<file path="config.mk">
export PLATFORM = sky130hd
export DESIGN_NAME = tmc_timer16_ctrl
export DESIGN_NICKNAME = d
export VERILOG_FILES = /design/src/tmc_pkg.sv /design/src/tmc_timer16_ctrl.sv
export SDC_FILE = /design/constraint.sdc
export NUM_CORES = 1
export LEC_CHECK = 0
export BUFFER_PORTS_ARGS = -buffer_cell sky130_fd_sc_hd__buf_4
export CORE_MARGIN = 2
export CORE_UTILIZATION = 52
export DETAILED_ROUTE_END_ITERATION = 7
export HOLD_SLACK_MARGIN = 0.08
export PLACE_DENSITY = 0.8
export RECOVER_POWER = 25
export SYNTH_ARGS = -nofsm -noshare
export SYNTH_HDL_FRONTEND = slang
export SYNTH_SLANG_ARGS = --single-unit
export TNS_END_PERCENT = 1
</file>
<file path="constraint.sdc">
create_clock -name pclk -period 11.5 [get_ports pclk]
set_clock_uncertainty 0.05 [all_clocks]
set_input_delay 0.575 -clock pclk [delete_from_list [all_inputs] [get_ports pclk]]
set_output_delay 0.575 -clock pclk [all_outputs]
set_load 0.01 [all_outputs]
</file>
<file path="src/tmc_pkg.sv">
// tmc_pkg: constants and types of the 16-bit timer mode and compare output block
package tmc_pkg;
  // register indices; the byte address is four times the index
  localparam logic [7:0] IDX_CTRL_B = 8'h2e;
  localparam logic [7:0] IDX_CTRL_A = 8'h2f;
  localparam logic [7:0] IDX_CMP_A = 8'h30;
  localparam logic [7:0] IDX_CMP_B = 8'h31;
  localparam logic [7:0] IDX_CAPT = 8'h32;
  localparam logic [7:0] IDX_COUNT = 8'h33;
  localparam logic [7:0] IDX_STATUS = 8'h34;
  localparam logic [7:0] IDX_CLEAR = 8'h35;
  localparam logic [7:0] IDX_ENABLE = 8'h36;
  localparam logic [7:0] CTRL_A_RESET = 8'h00;
  localparam logic [7:0] CTRL_B_RESET = 8'h00;
  localparam logic [7:0] CTRL_A_WMASK = 8'hf3;
  localparam logic [7:0] CTRL_B_WMASK = 8'hdf;
  localparam logic [15:0] VAL_RESET = 16'h0000;
  localparam logic [15:0] MAX_VALUE = 16'hffff;
  localparam logic [15:0] TOP_8BIT = 16'h00ff;
  localparam logic [15:0] TOP_9BIT = 16'h01ff;
  localparam logic [15:0] TOP_10BIT = 16'h03ff;
  localparam logic [9:0] PRESC_RESET = 10'h000;
  localparam logic [9:0] DIV8_MASK = 10'h007;
  localparam logic [9:0] DIV64_MASK = 10'h03f;
  localparam logic [9:0] DIV256_MASK = 10'h0ff;
  localparam logic [9:0] DIV1024_MASK = 10'h3ff;
  // four successive equal samples
  localparam logic [3:0] FILT_ALL_HIGH = 4'hf;
  localparam logic [3:0] FILT_ALL_LOW = 4'h0;
  localparam logic [3:0] FLAGS_RESET = 4'h0;
  localparam int unsigned ST_OVF = 0;
  localparam int unsigned ST_CMP_A = 1;
  localparam int unsigned ST_CMP_B = 2;
  localparam int unsigned ST_CAPT = 3;
  localparam logic [1:0] COM_OFF = 2'h0;
  localparam logic [1:0] COM_TOGGLE = 2'h1;
  localparam logic [1:0] COM_CLEAR = 2'h2;
  localparam logic [1:0] COM_SET = 2'h3;
  localparam logic [2:0] CS_STOP = 3'h0;
  localparam logic [2:0] CS_DIV1 = 3'h1;
  localparam logic [2:0] CS_DIV8 = 3'h2;
  localparam logic [2:0] CS_DIV64 = 3'h3;
  localparam logic [2:0] CS_DIV256 = 3'h4;
  localparam logic [2:0] CS_DIV1024 = 3'h5;
  localparam logic [2:0] CS_EXT_FALL = 3'h6;
  localparam logic [2:0] CS_EXT_RISE = 3'h7;
  localparam logic [3:0] WGM_NORMAL = 4'h0, WGM_PC8 = 4'h1, WGM_PC9 = 4'h2, WGM_PC10 = 4'h3,
    WGM_CTC_CMP = 4'h4, WGM_FAST8 = 4'h5, WGM_FAST9 = 4'h6, WGM_FAST10 = 4'h7,
    WGM_PFC_CAPT = 4'h8, WGM_PFC_CMP = 4'h9, WGM_PC_CAPT = 4'ha, WGM_PC_CMP = 4'hb,
    WGM_CTC_CAPT = 4'hc, WGM_RESERVED = 4'hd, WGM_FAST_CAPT = 4'he, WGM_FAST_CMP = 4'hf;
  typedef struct packed {
    logic [1:0] chan_a_out_mode;
    logic [1:0] chan_b_out_mode;
    logic [1:0] reserved;
    logic [1:0] wave_gen_mode_low;
  } tmc_ctrl_a_t;
  typedef struct packed {
    logic capture_noise_filter_en;
    logic capture_edge_sel;
    logic reserved;
    logic [1:0] wave_gen_mode_high;
    logic [2:0] clock_source_sel;
  } tmc_ctrl_b_t;
  typedef enum logic [2:0] {WK_NORMAL, WK_CTC, WK_FAST, WK_PHASE, WK_PFC} tmc_wave_kind_t;
  typedef enum logic [1:0] {TS_FIXED, TS_CMP_A, TS_CAPT} tmc_top_src_t;
endpackage

</file>
<file path="src/tmc_timer16_ctrl.sv">
// tmc_timer16_ctrl: 16-bit timer with mode decode, two compare outputs and capture
`timescale 1ns/1ps
`default_nettype none

// Summary of operation
// nonzero output mode routes channel to pin
// pin driver enabled only with both override and direction bit
// non-PWM: off, toggle, clear, set on match
// fast PWM: 10 clear/bottom set, 11 inverse
// PWM mode 01 toggles A only if top bit
// dual-slope: 10 clear up, set down; 11 inverse
// fast PWM compare at TOP ignored, bottom kept
// mode is ctrl B 4:3 with ctrl A 1:0
// mode 0 counts to 0xFFFF, immediate, overflow MAX
// modes 4, 12 clear on match, immediate, MAX
// phase correct tops; update TOP, overflow BOTTOM
// fast PWM tops; update BOTTOM, overflow TOP
// modes 8, 9 update and overflow at BOTTOM
// noise filter needs four equal samples
// edge select; capture copies counter, sets flag
// capture disabled when capture value is TOP
// clock select: stop, prescaled, external edges
// mode 13 counts normally; reserved bits zero
module tmc_timer16_ctrl (
  input wire logic pclk,
  input wire logic presetn,
  input wire logic clk_en,
  input wire logic psel,
  input wire logic penable,
  input wire logic pwrite,
  input wire logic [11:0] paddr,
  input wire logic [31:0] pwdata,
  output logic [31:0] prdata,
  output logic pready,
  output logic pslverr,
  input wire logic capture_input_pin,
  input wire logic external_count_pin,
  input wire logic ddr_out_a,
  input wire logic ddr_out_b,
  output logic compare_out_a,
  output logic compare_out_b,
  output logic pin_override_a,
  output logic pin_override_b,
  output logic pin_drive_en_a,
  output logic pin_drive_en_b,
  output logic irq
);
  tmc_pkg::tmc_ctrl_a_t ctrl_a_reg, ctrl_a_next;
  tmc_pkg::tmc_ctrl_b_t ctrl_b_reg, ctrl_b_next;
  logic [15:0] cmp_buf_reg [2];
  logic [15:0] cmp_buf_next [2];
  logic [15:0] cmp_act_reg [2];
  logic [15:0] cmp_act_next [2];
  logic [15:0] capt_reg, capt_next, count_reg, count_next;
  logic dir_down_reg, dir_down_next, block_reg, block_next;
  logic [3:0] status_reg, status_next, enable_reg, enable_next;
  logic [9:0] presc_reg, presc_next;
  logic ext_prev_reg, ext_prev_next;
  logic [3:0] filt_shift_reg, filt_shift_next;
  logic filt_val_reg, filt_val_next, capt_prev_reg, capt_prev_next;
  logic [1:0] out_reg, out_next, ovr_reg, ovr_next, drv_reg, drv_next;
  logic irq_reg, irq_next, pready_reg, pready_next, pslverr_reg, pslverr_next;
  logic [31:0] prdata_reg, prdata_next;
  logic [3:0] wgm;
  tmc_pkg::tmc_wave_kind_t kind;
  tmc_pkg::tmc_top_src_t top_src;
  logic [15:0] top_fixed, top;
  logic tick, wrap_fast, upd_evt, ovf_evt, capt_edge, capt_evt;
  logic [1:0] com [2];
  logic raw_match [2];
  logic eff_match [2];
  logic out_calc [2];
  logic [7:0] idx;
  logic mapped, access, wr_en, cnt_wr;
  logic [3:0] set_flags, clr_flags;

  // mode decode, TOP and timer clock
  always_comb begin
    wgm = {ctrl_b_reg.wave_gen_mode_high, ctrl_a_reg.wave_gen_mode_low};
    com[0] = ctrl_a_reg.chan_a_out_mode;
    com[1] = ctrl_a_reg.chan_b_out_mode;
    kind = tmc_pkg::WK_NORMAL;
    top_src = tmc_pkg::TS_FIXED;
    unique case (wgm)
      tmc_pkg::WGM_NORMAL, tmc_pkg::WGM_RESERVED: kind = tmc_pkg::WK_NORMAL; // see R9
      tmc_pkg::WGM_PC8, tmc_pkg::WGM_PC9, tmc_pkg::WGM_PC10: kind = tmc_pkg::WK_PHASE;
      tmc_pkg::WGM_CTC_CMP: begin
        kind = tmc_pkg::WK_CTC;
        top_src = tmc_pkg::TS_CMP_A;
      end
      tmc_pkg::WGM_FAST8, tmc_pkg::WGM_FAST9, tmc_pkg::WGM_FAST10: kind = tmc_pkg::WK_FAST;
      tmc_pkg::WGM_PFC_CAPT: begin
        kind = tmc_pkg::WK_PFC;
        top_src = tmc_pkg::TS_CAPT;
      end
      tmc_pkg::WGM_PFC_CMP: begin
        kind = tmc_pkg::WK_PFC;
        top_src = tmc_pkg::TS_CMP_A;
      end
      tmc_pkg::WGM_PC_CAPT: begin
        kind = tmc_pkg::WK_PHASE;
        top_src = tmc_pkg::TS_CAPT;
      end
      tmc_pkg::WGM_PC_CMP: begin
        kind = tmc_pkg::WK_PHASE;
        top_src = tmc_pkg::TS_CMP_A;
      end
      tmc_pkg::WGM_CTC_CAPT: begin
        kind = tmc_pkg::WK_CTC;
        top_src = tmc_pkg::TS_CAPT;
      end
      tmc_pkg::WGM_FAST_CAPT: begin
        kind = tmc_pkg::WK_FAST;
        top_src = tmc_pkg::TS_CAPT;
      end
      tmc_pkg::WGM_FAST_CMP: begin
        kind = tmc_pkg::WK_FAST;
        top_src = tmc_pkg::TS_CMP_A;
      end
    endcase
    unique case (wgm[1:0])
      2'h0: top_fixed = tmc_pkg::MAX_VALUE;
      2'h1: top_fixed = tmc_pkg::TOP_8BIT;
      2'h2: top_fixed = tmc_pkg::TOP_9BIT;
      2'h3: top_fixed = tmc_pkg::TOP_10BIT;
    endcase
    unique case (top_src)
      tmc_pkg::TS_CMP_A: top = cmp_act_reg[0];
      tmc_pkg::TS_CAPT: top = capt_reg;
      tmc_pkg::TS_FIXED: top = (kind == tmc_pkg::WK_NORMAL) ? tmc_pkg::MAX_VALUE : top_fixed;
    endcase
    unique case (ctrl_b_reg.clock_source_sel)
      tmc_pkg::CS_STOP: tick = 1'b0;
      tmc_pkg::CS_DIV1: tick = 1'b1;
      tmc_pkg::CS_DIV8: tick = (presc_reg & tmc_pkg::DIV8_MASK) == tmc_pkg::DIV8_MASK;
      tmc_pkg::CS_DIV64: tick = (presc_reg & tmc_pkg::DIV64_MASK) == tmc_pkg::DIV64_MASK;
      tmc_pkg::CS_DIV256: tick = (presc_reg & tmc_pkg::DIV256_MASK) == tmc_pkg::DIV256_MASK;
      tmc_pkg::CS_DIV1024: tick = presc_reg == tmc_pkg::DIV1024_MASK;
      tmc_pkg::CS_EXT_FALL: tick = ext_prev_reg & ~external_count_pin;
      tmc_pkg::CS_EXT_RISE: tick = ~ext_prev_reg & external_count_pin;
    endcase
  end

  // per-channel compare match and waveform action
  for (genvar i = 0; i < 2; i++) begin : g_chan
    always_comb begin
      raw_match[i] = tick & ~block_reg & (count_reg == cmp_act_reg[i]);
      // compare at TOP in fast PWM would fight the bottom action
      eff_match[i] = raw_match[i] & ~((kind == tmc_pkg::WK_FAST) & com[i][1]
                     & (cmp_act_reg[i] == top));
      out_calc[i] = out_reg[i];
      if (kind == tmc_pkg::WK_NORMAL || kind == tmc_pkg::WK_CTC) begin
        if (eff_match[i]) begin
          unique case (com[i])
            tmc_pkg::COM_OFF: out_calc[i] = out_reg[i];
            tmc_pkg::COM_TOGGLE: out_calc[i] = ~out_reg[i];
            tmc_pkg::COM_CLEAR: out_calc[i] = 1'b0;
            tmc_pkg::COM_SET: out_calc[i] = 1'b1;
          endcase
        end
      end else if (com[i] == tmc_pkg::COM_TOGGLE) begin
        if (eff_match[i] && wgm[3] && i == 0) begin
          out_calc[i] = ~out_reg[i];
        end
      end else if (com[i][1]) begin
        if (kind == tmc_pkg::WK_FAST) begin
          if (eff_match[i]) begin
            out_calc[i] = com[i][0];
          end else if (wrap_fast) begin
            out_calc[i] = ~com[i][0]; // see R4
          end
        end else if (eff_match[i]) begin
          out_calc[i] = com[i][0] ^ dir_down_reg;
        end
      end
    end
  end

  // next state of counter, capture, flags and bus
  always_comb begin
    count_next = count_reg;
    dir_down_next = 1'b0;
    upd_evt = 1'b0;
    ovf_evt = 1'b0;
    wrap_fast = 1'b0;
    if (tick) begin
      unique case (kind)
        tmc_pkg::WK_NORMAL: begin
          count_next = count_reg + 16'h0001;
          ovf_evt = count_reg == tmc_pkg::MAX_VALUE;
        end
        tmc_pkg::WK_CTC: begin
          count_next = (count_reg == top) ? tmc_pkg::VAL_RESET : count_reg + 16'h0001;
          ovf_evt = count_reg == tmc_pkg::MAX_VALUE;
        end
        tmc_pkg::WK_FAST: begin
          wrap_fast = count_reg >= top;
          count_next = wrap_fast ? tmc_pkg::VAL_RESET : count_reg + 16'h0001;
          ovf_evt = wrap_fast;
          upd_evt = wrap_fast;
        end
        tmc_pkg::WK_PHASE, tmc_pkg::WK_PFC: begin
          dir_down_next = dir_down_reg;
          if (!dir_down_reg && count_reg >= top) begin
            dir_down_next = 1'b1;
            count_next = count_reg - 16'h0001;
            upd_evt = kind == tmc_pkg::WK_PHASE;
          end else if (dir_down_reg && count_reg == tmc_pkg::VAL_RESET) begin
            dir_down_next = 1'b0;
            count_next = count_reg + 16'h0001;
            ovf_evt = 1'b1; // see R11
            upd_evt = kind == tmc_pkg::WK_PFC;
          end else begin
            count_next = dir_down_reg ? count_reg - 16'h0001 : count_reg + 16'h0001;
          end
        end
      endcase
    end else if (kind == tmc_pkg::WK_PHASE || kind == tmc_pkg::WK_PFC) begin
      dir_down_next = dir_down_reg;
    end

    // apb decode; pready is registered so every access has one wait state
    idx = paddr[9:2];
    mapped = (paddr[11:10] == 2'h0) && (paddr[1:0] == 2'h0)
             && (idx >= tmc_pkg::IDX_CTRL_B) && (idx <= tmc_pkg::IDX_ENABLE);
    access = psel & penable & ~pready_reg;
    pready_next = access;
    pslverr_next = access & ~mapped;
    wr_en = psel & penable & pwrite & pready_reg & ~pslverr_reg;
    cnt_wr = wr_en && idx == tmc_pkg::IDX_COUNT;
    prdata_next = 32'h0000_0000;
    if (access && !pwrite) begin
      case (idx)
        tmc_pkg::IDX_CTRL_B: prdata_next = {24'h00_0000, ctrl_b_reg};
        tmc_pkg::IDX_CTRL_A: prdata_next = {24'h00_0000, ctrl_a_reg};
        tmc_pkg::IDX_CMP_A: prdata_next = {16'h0000, cmp_buf_reg[0]};
        tmc_pkg::IDX_CMP_B: prdata_next = {16'h0000, cmp_buf_reg[1]};
        tmc_pkg::IDX_CAPT: prdata_next = {16'h0000, capt_reg};
        tmc_pkg::IDX_COUNT: prdata_next = {16'h0000, count_reg};
        tmc_pkg::IDX_STATUS: prdata_next = {28'h000_0000, status_reg};
        tmc_pkg::IDX_ENABLE: prdata_next = {28'h000_0000, enable_reg};
        default: prdata_next = 32'h0000_0000;
      endcase
    end
    if (cnt_wr) begin
      count_next = pwdata[15:0];
    end
    // a counter write masks the match on the following timer clock
    block_next = cnt_wr ? 1'b1 : (tick ? 1'b0 : block_reg);
    ctrl_a_next = ctrl_a_reg;
    ctrl_b_next = ctrl_b_reg;
    enable_next = enable_reg;
    if (wr_en && idx == tmc_pkg::IDX_CTRL_A) begin
      ctrl_a_next = pwdata[7:0] & tmc_pkg::CTRL_A_WMASK;
    end
    if (wr_en && idx == tmc_pkg::IDX_CTRL_B) begin
      ctrl_b_next = pwdata[7:0] & tmc_pkg::CTRL_B_WMASK;
    end
    if (wr_en && idx == tmc_pkg::IDX_ENABLE) begin
      enable_next = pwdata[3:0];
    end
    for (int k = 0; k < 2; k++) begin
      cmp_buf_next[k] = cmp_buf_reg[k];
      if (wr_en && idx == (k == 0 ? tmc_pkg::IDX_CMP_A : tmc_pkg::IDX_CMP_B)) begin
        cmp_buf_next[k] = pwdata[15:0];
      end
      if (kind == tmc_pkg::WK_NORMAL || kind == tmc_pkg::WK_CTC) begin
        cmp_act_next[k] = cmp_buf_next[k]; // see R9
      end else if (upd_evt) begin
        cmp_act_next[k] = cmp_buf_reg[k]; // see R11 see R12
      end else begin
        cmp_act_next[k] = cmp_act_reg[k];
      end
    end

    // capture path with optional four-sample filter
    filt_shift_next = {filt_shift_reg[2:0], capture_input_pin};
    if (ctrl_b_reg.capture_noise_filter_en) begin
      if (filt_shift_reg == tmc_pkg::FILT_ALL_HIGH) begin
        filt_val_next = 1'b1;
      end else if (filt_shift_reg == tmc_pkg::FILT_ALL_LOW) begin
        filt_val_next = 1'b0;
      end else begin
        filt_val_next = filt_val_reg;
      end
    end else begin
      filt_val_next = capture_input_pin;
    end
    capt_prev_next = filt_val_reg;
    capt_edge = ctrl_b_reg.capture_edge_sel ? (filt_val_reg & ~capt_prev_reg)
                                            : (~filt_val_reg & capt_prev_reg);
    capt_evt = capt_edge & (top_src != tmc_pkg::TS_CAPT);
    if (capt_evt) begin
      capt_next = count_reg;
    end else if (wr_en && idx == tmc_pkg::IDX_CAPT) begin
      capt_next = pwdata[15:0];
    end else begin
      capt_next = capt_reg;
    end

    // sticky flags: a set in the clearing cycle wins
    set_flags = tmc_pkg::FLAGS_RESET;
    set_flags[tmc_pkg::ST_OVF] = ovf_evt;
    set_flags[tmc_pkg::ST_CMP_A] = raw_match[0];
    set_flags[tmc_pkg::ST_CMP_B] = raw_match[1];
    set_flags[tmc_pkg::ST_CAPT] = capt_evt;
    clr_flags = (wr_en && idx == tmc_pkg::IDX_CLEAR) ? pwdata[3:0] : tmc_pkg::FLAGS_RESET;
    status_next = (status_reg & ~clr_flags) | set_flags;
    irq_next = |(status_next & enable_next);

    for (int k = 0; k < 2; k++) begin
      ovr_next[k] = |com[k];
      // pwm toggle code drives a waveform only on channel a with the top mode bit set
      if (kind != tmc_pkg::WK_NORMAL && kind != tmc_pkg::WK_CTC
          && com[k] == tmc_pkg::COM_TOGGLE) begin
        ovr_next[k] = wgm[3] && k == 0;
      end
    end
    drv_next = ovr_next & {ddr_out_b, ddr_out_a};
    out_next = {out_calc[1], out_calc[0]};
    presc_next = presc_reg + 10'h001;
    ext_prev_next = external_count_pin;
  end

  always_ff @(posedge pclk or negedge presetn) begin
    if (!presetn) begin
      ctrl_a_reg <= tmc_pkg::CTRL_A_RESET;
      ctrl_b_reg <= tmc_pkg::CTRL_B_RESET;
      for (int k = 0; k < 2; k++) begin
        cmp_buf_reg[k] <= tmc_pkg::VAL_RESET;
        cmp_act_reg[k] <= tmc_pkg::VAL_RESET;
      end
      capt_reg <= tmc_pkg::VAL_RESET;
      count_reg <= tmc_pkg::VAL_RESET;
      dir_down_reg <= 1'b0;
      block_reg <= 1'b0;
      status_reg <= tmc_pkg::FLAGS_RESET;
      enable_reg <= tmc_pkg::FLAGS_RESET;
      presc_reg <= tmc_pkg::PRESC_RESET;
      ext_prev_reg <= 1'b0;
      filt_shift_reg <= tmc_pkg::FILT_ALL_LOW;
      filt_val_reg <= 1'b0;
      capt_prev_reg <= 1'b0;
      out_reg <= 2'h0;
      ovr_reg <= 2'h0;
      drv_reg <= 2'h0;
      irq_reg <= 1'b0;
      pready_reg <= 1'b0;
      pslverr_reg <= 1'b0;
      prdata_reg <= 32'h0000_0000;
    end else if (clk_en) begin
      ctrl_a_reg <= ctrl_a_next;
      ctrl_b_reg <= ctrl_b_next;
      cmp_buf_reg <= cmp_buf_next;
      cmp_act_reg <= cmp_act_next;
      capt_reg <= capt_next;
      count_reg <= count_next;
      dir_down_reg <= dir_down_next;
      block_reg <= block_next;
      status_reg <= status_next;
      enable_reg <= enable_next;
      presc_reg <= presc_next;
      ext_prev_reg <= ext_prev_next;
      filt_shift_reg <= filt_shift_next;
      filt_val_reg <= filt_val_next;
      capt_prev_reg <= capt_prev_next;
      out_reg <= out_next;
      ovr_reg <= ovr_next;
      drv_reg <= drv_next;
      irq_reg <= irq_next;
      pready_reg <= pready_next;
      pslverr_reg <= pslverr_next;
      prdata_reg <= prdata_next;
    end
  end

  assign prdata = prdata_reg;
  assign pready = pready_reg;
  assign pslverr = pslverr_reg;
  assign compare_out_a = out_reg[0];
  assign compare_out_b = out_reg[1];
  assign pin_override_a = ovr_reg[0];
  assign pin_override_b = ovr_reg[1];
  assign pin_drive_en_a = drv_reg[0];
  assign pin_drive_en_b = drv_reg[1];
  assign irq = irq_reg;
endmodule // tmc_timer16_ctrl

`default_nettype wire

</file>
Word-level counts from Yosys, hierarchy flattened
Cells that the tools add are included.
{"block": "word_totals", "output_inout_bits": 41, "in_bits": 54, "reg_bits": 177, "wordCells": 277}
{"block": "classes", "mux": 68, "reduce_logical": 64, "n_bitwise": 41, "n_eq_ne": 68, "addsub": 3, "n_lt_le_gt_ge": 3}
{"cell": "$mux 16", "n": 17}
{"cell": "$pmux 16 s4", "n": 2}
{"cell": "$pmux 16 s8", "n": 1}
{"cell": "$eq 16x16->1", "n": 5}
{"cell": "$eq 8x6->1 const B", "n": 9}
{"cell": "$pmux 16 s3", "n": 1}
{"cell": "$mux 1", "n": 38}
{"cell": "$eq 4x4->1 const B", "n": 9}
{"cell": "$and 1x1->1", "n": 20}
{"cell": "$eq 3x3->1 const B", "n": 6}
{"cell": "$logic_and 1x1->1", "n": 18}
{"cell": "$reduce_bool 3->1", "n": 6}
{"cell": "$add 16x1->16 const B", "n": 1}
{"cell": "$eq 16x16->1 const B", "n": 1}
{"cell": "$eq 4x3->1 const B", "n": 4}
{"cell": "$ge 16x16->1", "n": 1}
{"cell": "$logic_not 16->1", "n": 1}
{"cell": "$sub 16x1->16 const B", "n": 1}
{"cell": "$pmux 3 s5", "n": 1}
{"cell": "$eq 2x2->1 const B", "n": 7}
{"cell": "$ne 2x2->1 const B", "n": 7}
{"cell": "$not 1->1", "n": 14}
{"cell": "$reduce_and 7->1", "n": 2}
{"cell": "$reduce_or 2->1", "n": 7}
{"cell": "34 further kinds", "n": 68}

Logic depth before layout (Yosys ltp)
{"block": "logic_depth", "ltp_word": 15, "mapped_depth": 21, "mapped_depth_nobuf": 17}

Least setup slack after synthesis
No wires, ideal clock.
{"block": "synth_timing", "path_kind": "flip-flop to flip-flop", "from": "register ctrl_a_reg[1] in the netlist's numbering", "to": "register count_reg[4]", "t_required_ns": 11.324, "stages_incl_launch_ff": 19, "slack_ns": 7.104, "t_arrival_ns": 4.220, "path_buffers": 3, "synth_period_minus_slack_ns": 4.396, "setup_ns": 0.126, "path_cell_list": "dfrtp_1 -> inv_1 -> ha_1 -> buf_6 -> nor2b_4 -> o21bai_1 -> clkbuf_1 -> o22ai_1 -> ha_1 -> nand3_1 -> a211o_1 -> a22o_1 -> a211o_1 -> a31oi_1 -> and2_1 -> clkbuf_1 -> a2bb2oi_1 -> a21oi_1 -> a221o_1"}
{"block": "synth_between", "elab_chain_cells": 12, "elab_cells_between_ends": 50, "classes_between": "1 x order compare; 25 x eq/ne; 11 x mux; 13 x reduce/logical"}
{"item": "from (decl)", "line_no": "tmc_timer16_ctrl.sv:48", "rtl": "tmc_pkg::tmc_ctrl_a_t ctrl_a_reg, ctrl_a_next;"}
{"item": "from (signal assigned)", "line_no": "tmc_timer16_ctrl.sv:327", "rtl": "ctrl_a_reg <= tmc_pkg::CTRL_A_RESET;"}
{"item": "from (signal assigned)", "line_no": "tmc_timer16_ctrl.sv:352", "rtl": "ctrl_a_reg <= ctrl_a_next;"}
{"item": "$eq 4x4->1 (tied with other cells)", "line_no": "tmc_timer16_ctrl.sv:84", "rtl": "unique case (wgm)"}
{"item": "$reduce_or 5->1 (no line) (tied with other cells)"}
{"item": "$pmux 3 s5", "line_no": "tmc_timer16_ctrl.sv:84"}
{"item": "$logic_not 3->1", "line_no": "tmc_timer16_ctrl.sv:130, tmc_timer16_ctrl.sv:187"}
{"item": "$mux 16", "line_no": "tmc_timer16_ctrl.sv:130", "rtl": "tmc_pkg::TS_FIXED: top = (kind == tmc_pkg::WK_NORMAL) ? tmc_pkg::MAX_VALUE : top_fixed;"}
{"item": "$pmux 16 s3", "line_no": "tmc_timer16_ctrl.sv:127", "rtl": "unique case (top_src)"}
{"item": "$ge 16x16->1", "line_no": "tmc_timer16_ctrl.sv:197, tmc_timer16_ctrl.sv:204"}
{"item": "$logic_and 1x1->1", "line_no": "tmc_timer16_ctrl.sv:204", "rtl": "if (!dir_down_reg && count_reg >= top) begin"}
{"item": "$mux 16", "line_no": "tmc_timer16_ctrl.sv:204"}
{"item": "$pmux 16 s4 *", "line_no": "tmc_timer16_ctrl.sv:187", "rtl": "unique case (kind)"}
{"item": "$mux 16 *", "line_no": "tmc_timer16_ctrl.sv:186", "rtl": "if (tick) begin"}
{"item": "$mux 16 *", "line_no": "tmc_timer16_ctrl.sv:245", "rtl": "if (cnt_wr) begin"}
{"item": "to (signal assigned)", "line_no": "tmc_timer16_ctrl.sv:334", "rtl": "count_reg <= tmc_pkg::VAL_RESET;"}
{"item": "to (signal assigned)", "line_no": "tmc_timer16_ctrl.sv:357", "rtl": "count_reg <= count_next;"}
{"item": "to (decl)", "line_no": "tmc_timer16_ctrl.sv:54", "rtl": "logic [15:0] capt_reg, capt_next, count_reg, count_next;"}
Every way passes the cells marked *; elsewhere a longest branch is shown, timed or not. The select of a mux whose other input is x is not followed.
A chain may end at the register's enable or synchronous reset.

Worst setup path in the final report
{"block": "layout_timing", "from": "register ctrl_a_reg[1] in the netlist's numbering", "to": "register count_reg[7]"}
The elaborated chain is that of the path after synthesis.

==> impl_metrics.tcl <==
set metrics [dict create \
    status "complete, but fails checks" \
    violations "max-capacitance violations, max-slew violations" \
    n_fill_cell 1630 \
    async_flop_share 1.00 \
    htree_levels 4 \
    place_area_mm2 0.0110 \
    core_mm2 0.0196 \
    timing.rr.end "count_reg[7]$_DFFE_PN0P_" \
    grt_remaining_overflow 0 \
    clk_pin_slew_ns 0.07 \
    place.gp.congestion 1.05 \
    max-slew-margin-rel -2.36 \
    setup_viol 0 \
    worstPathArrival_ns 5.89 \
    cts-root-buf "clkbuf_16" \
    fin_cells 1410 \
    seq_area_mm2 0.00403 \
    cp-endpoint "count_reg[7]$_DFFE_PN0P_" \
    netlist_area_mm2 0.0104 \
    drive_gt1_frac 0.168 \
    crit_fanout 24 \
    post_cts_buffers 0 \
    p_int_w 0.000984 \
    rows 51 \
    p_clk_frac 0.418 \
    r2r-start "ctrl_a_reg[1]$_DFFE_PN0P_" \
    cts.path.max_buffers 2 \
    synthFlopType "dfrtp_1" \
    fmax_ghz 0.178 \
    synth_top_cell_by_area "dfrtp_1" \
    ys_seq_area_frac 0.386 \
    synth_edf_count 0 \
    postLayoutCellArea_mm2 0.0116 \
    drtPass1Iterations 7 \
    track_usage 0.305 \
    synth_area_per_cell_um2 9.34 \
    totalWireLength_um 32200 \
    setup_ws_ns 5.87 \
    hold_viol 0 \
    io_pins 95 \
    synth.top_cell.area_share 0.386 \
    dp_hpwl_um 22100 \
    die_width_um 146 \
    area.growth.synth_to_final_pct 10.8 \
    p_seq_frac 0.474 \
    reg2regPathDepth 16 \
    fin_tns_setup_ns 0 \
    multiInputGateArea_mm2 0.00590 \
    cp_data_required_time_ns 11.76 \
    wl_per_cell_um 22.9 \
    worst_setup_path_startpoint "ctrl_a_reg[1]$_DFFE_PN0P_" \
    holdPathStages 2 \
    antenna_left 0 \
    tightest_slew_ns 5.04 \
    ir_drop_mv 0.0957 \
    drv_slew 130 \
    drt_iter0_drc 1124 \
    grt_max_degree 92 \
    grt_pass1_wl_um 50600 \
    grt_pass1_vias 8840 \
    drv_cap 2 \
    rrSetupSlack_ns 5.87 \
    netSwitchingFraction 0.297 \
    switchingPower_w 0.000417 \
    dp.cells 1378 \
    postCtsResizedCells 0 \
    fin_crit_sh 0.489 \
    via_per_inst 6.59 \
    path_class "reg -> reg" \
    die_area_mm2 0.0212 \
    drc 0 \
    cts_sinks 161 \
    port_buffers 62 \
    synth_cells 1119 \
    fin_util 0.591 \
    endpoint_kind "flop" \
    cts_tree "yes" \
    min_path_type "in -> reg" \
    cts_buffers 17 \
    cts_hold_buf 0 \
    powerDensity_mw_per_mm2 121 \
    start_kind "flop" \
    rsz0062_at_grt "no" \
    post-place-ws_ns 6.03 \
    vias 9292 \
    clk_latency_ns 0.44 \
    die_y_um 146 \
    combPwrFrac 0.108 \
    antenna_found_initial 1 \
    p_leak_nw 5.16 \
    synth_cell_types 71 \
    start_util 0.533 \
    antennaDiodeCount 0 \
    ys_warn_count 0 \
    yosys-top-cells-area "dfrtp_1, mux2_2, mux2i_1, a21oi_1, xor2_1" \
    fin_nets 1210 \
    ys_ff_latch 161 \
    finalCriticalPeriod_ns 5.63 \
]
worst max-delay path, cell delays in order, from the launching register on:
cell,delay (ns)
dfrtp_1,0.47
inv_1,0.13
ha_1,0.37
nor2b_4,0.25
or3_1,0.72
o22ai_1,0.27
ha_1,0.36
nand2_1,0.06
o21bai_1,0.15
a211o_1,0.33
a22o_1,0.19
a211o_1,0.28
a31oi_1,0.59
nand2_1,0.47
a211oi_1,0.35
a21oi_1,0.07
a221o_1,0.35
area by class of cell:
cell class | instances | share of cell area
repair buffers | 76 | 0.0486
multi-input cells | 838 | 0.510
well taps | 265 | 0.0286
clock inverters | 15 | 0.0161
flip-flops and latches | 161 | 0.348
inverters | 38 | 0.0123
clock buffers | 17 | 0.0367
cells in the mapped netlist, types with 12 or more instances:
cell	number
nand4_1	16
o22ai_1	29
clkbuf_1	64
o21ai_0	50
a21oi_1	72
mux2i_1	59
mux2_2	58
xnor2_1	15
nand2b_1	12
xor2_1	40
nand3_1	23
dfrtp_1	161
ha_1	24
buf_4	17
nand2_1	74
o21ai_1	26
nor3_1	25
inv_1	37
nor2_1	80
o2bb2ai_1	23
and3_1	15
nor4_1	13
routing by layer:
layer / track usage / wire, um / share of wire / vias to the layer above
met2: 0.462 / 14500 / 0.45 / 566
met3: 0.0605 / 3260 / 0.10 / 96
met1: 0.426 / 13100 / 0.41 / 4518
met4: 0.137 / 1340 / 0.041 / 0
met5: 0 / 0 / 0 / -
li1: - / - / - / 4112
cells by family (layout without fill, tap and decap cells):
| logic type | after synthesis | after routing | synth area share |
|---|---|---|---|
| XOR/XNOR | 55 | 55 | 0.0461 |
| AO/OA/AOI/OAI | 312 | 312 | 0.198 |
| other | 1 | 16 | 0.000359 |
| buffers and inverters | 135 | 146 | 0.0565 |
| AND/OR/NAND/NOR | 304 | 304 | 0.144 |
| multiplexers | 127 | 127 | 0.141 |
| adder cells (fa/ha/maj) | 24 | 24 | 0.0287 |
| flip-flops | 161 | 161 | 0.386 |
power groups by stage:
stage	Combinational [W]	Sequential [W]	Clock (W)
4_1_cts	0.000150	0.000660	0.000588
3_5_place_dp	0.000149	0.000670	0
2_1_floorplan	0.0000999	0.000650	0
5_1_grt	0.000164	0.000667	0.000614
3_3_place_gp	0.000143	0.000668	0
6_report	0.000151	0.000663	0.000586
worst min-delay path by stage:
stage,start,end
CTS,presetn,prdata[10]$_DFFE_PN0P_
global route,ddr_out_b,drv_reg[1]$_DFFE_PN0P_
finish,ddr_out_b,drv_reg[1]$_DFFE_PN0P_
global placement,presc_reg[9]$_DFFE_PN0P_,presc_reg[9]$_DFFE_PN0P_
detailed placement,presc_reg[9]$_DFFE_PN0P_,presc_reg[9]$_DFFE_PN0P_
floorplan,presetn,block_reg$_DFFE_PN0P_
cells in the final DEF (no fill, tap or decap), types with 24 or more instances in the layout:
cell / synthesis / routed
o22ai_1: 29 / 29
buf_4: 17 / 74
dfrtp_1: 161 / 161
nor3_1: 25 / 25
ha_1: 24 / 24
mux2_2: 58 / 58
o21ai_1: 26 / 26
nand2_1: 74 / 74
o21ai_0: 50 / 50
mux2i_1: 59 / 59
nor2_1: 80 / 80
a21oi_1: 72 / 71
xor2_1: 40 / 40
inv_1: 37 / 37
metrics by stage:
| stage | total power (W) | hold slack (ns) |
|---|---|---|
| 4_1_cts | 0.00140 | 0.202 |
| 6_report | 0.00140 | 0.302 |
| 3_3_place_gp | 0.000811 | 0.408 |
| 3_5_place_dp | 0.000819 | 0.411 |
| 5_1_grt | 0.00145 | 0.302 |
| 2_1_floorplan | 0.000750 | 0.229 |
No activity file was read; power rests on OpenSTA's default activity.
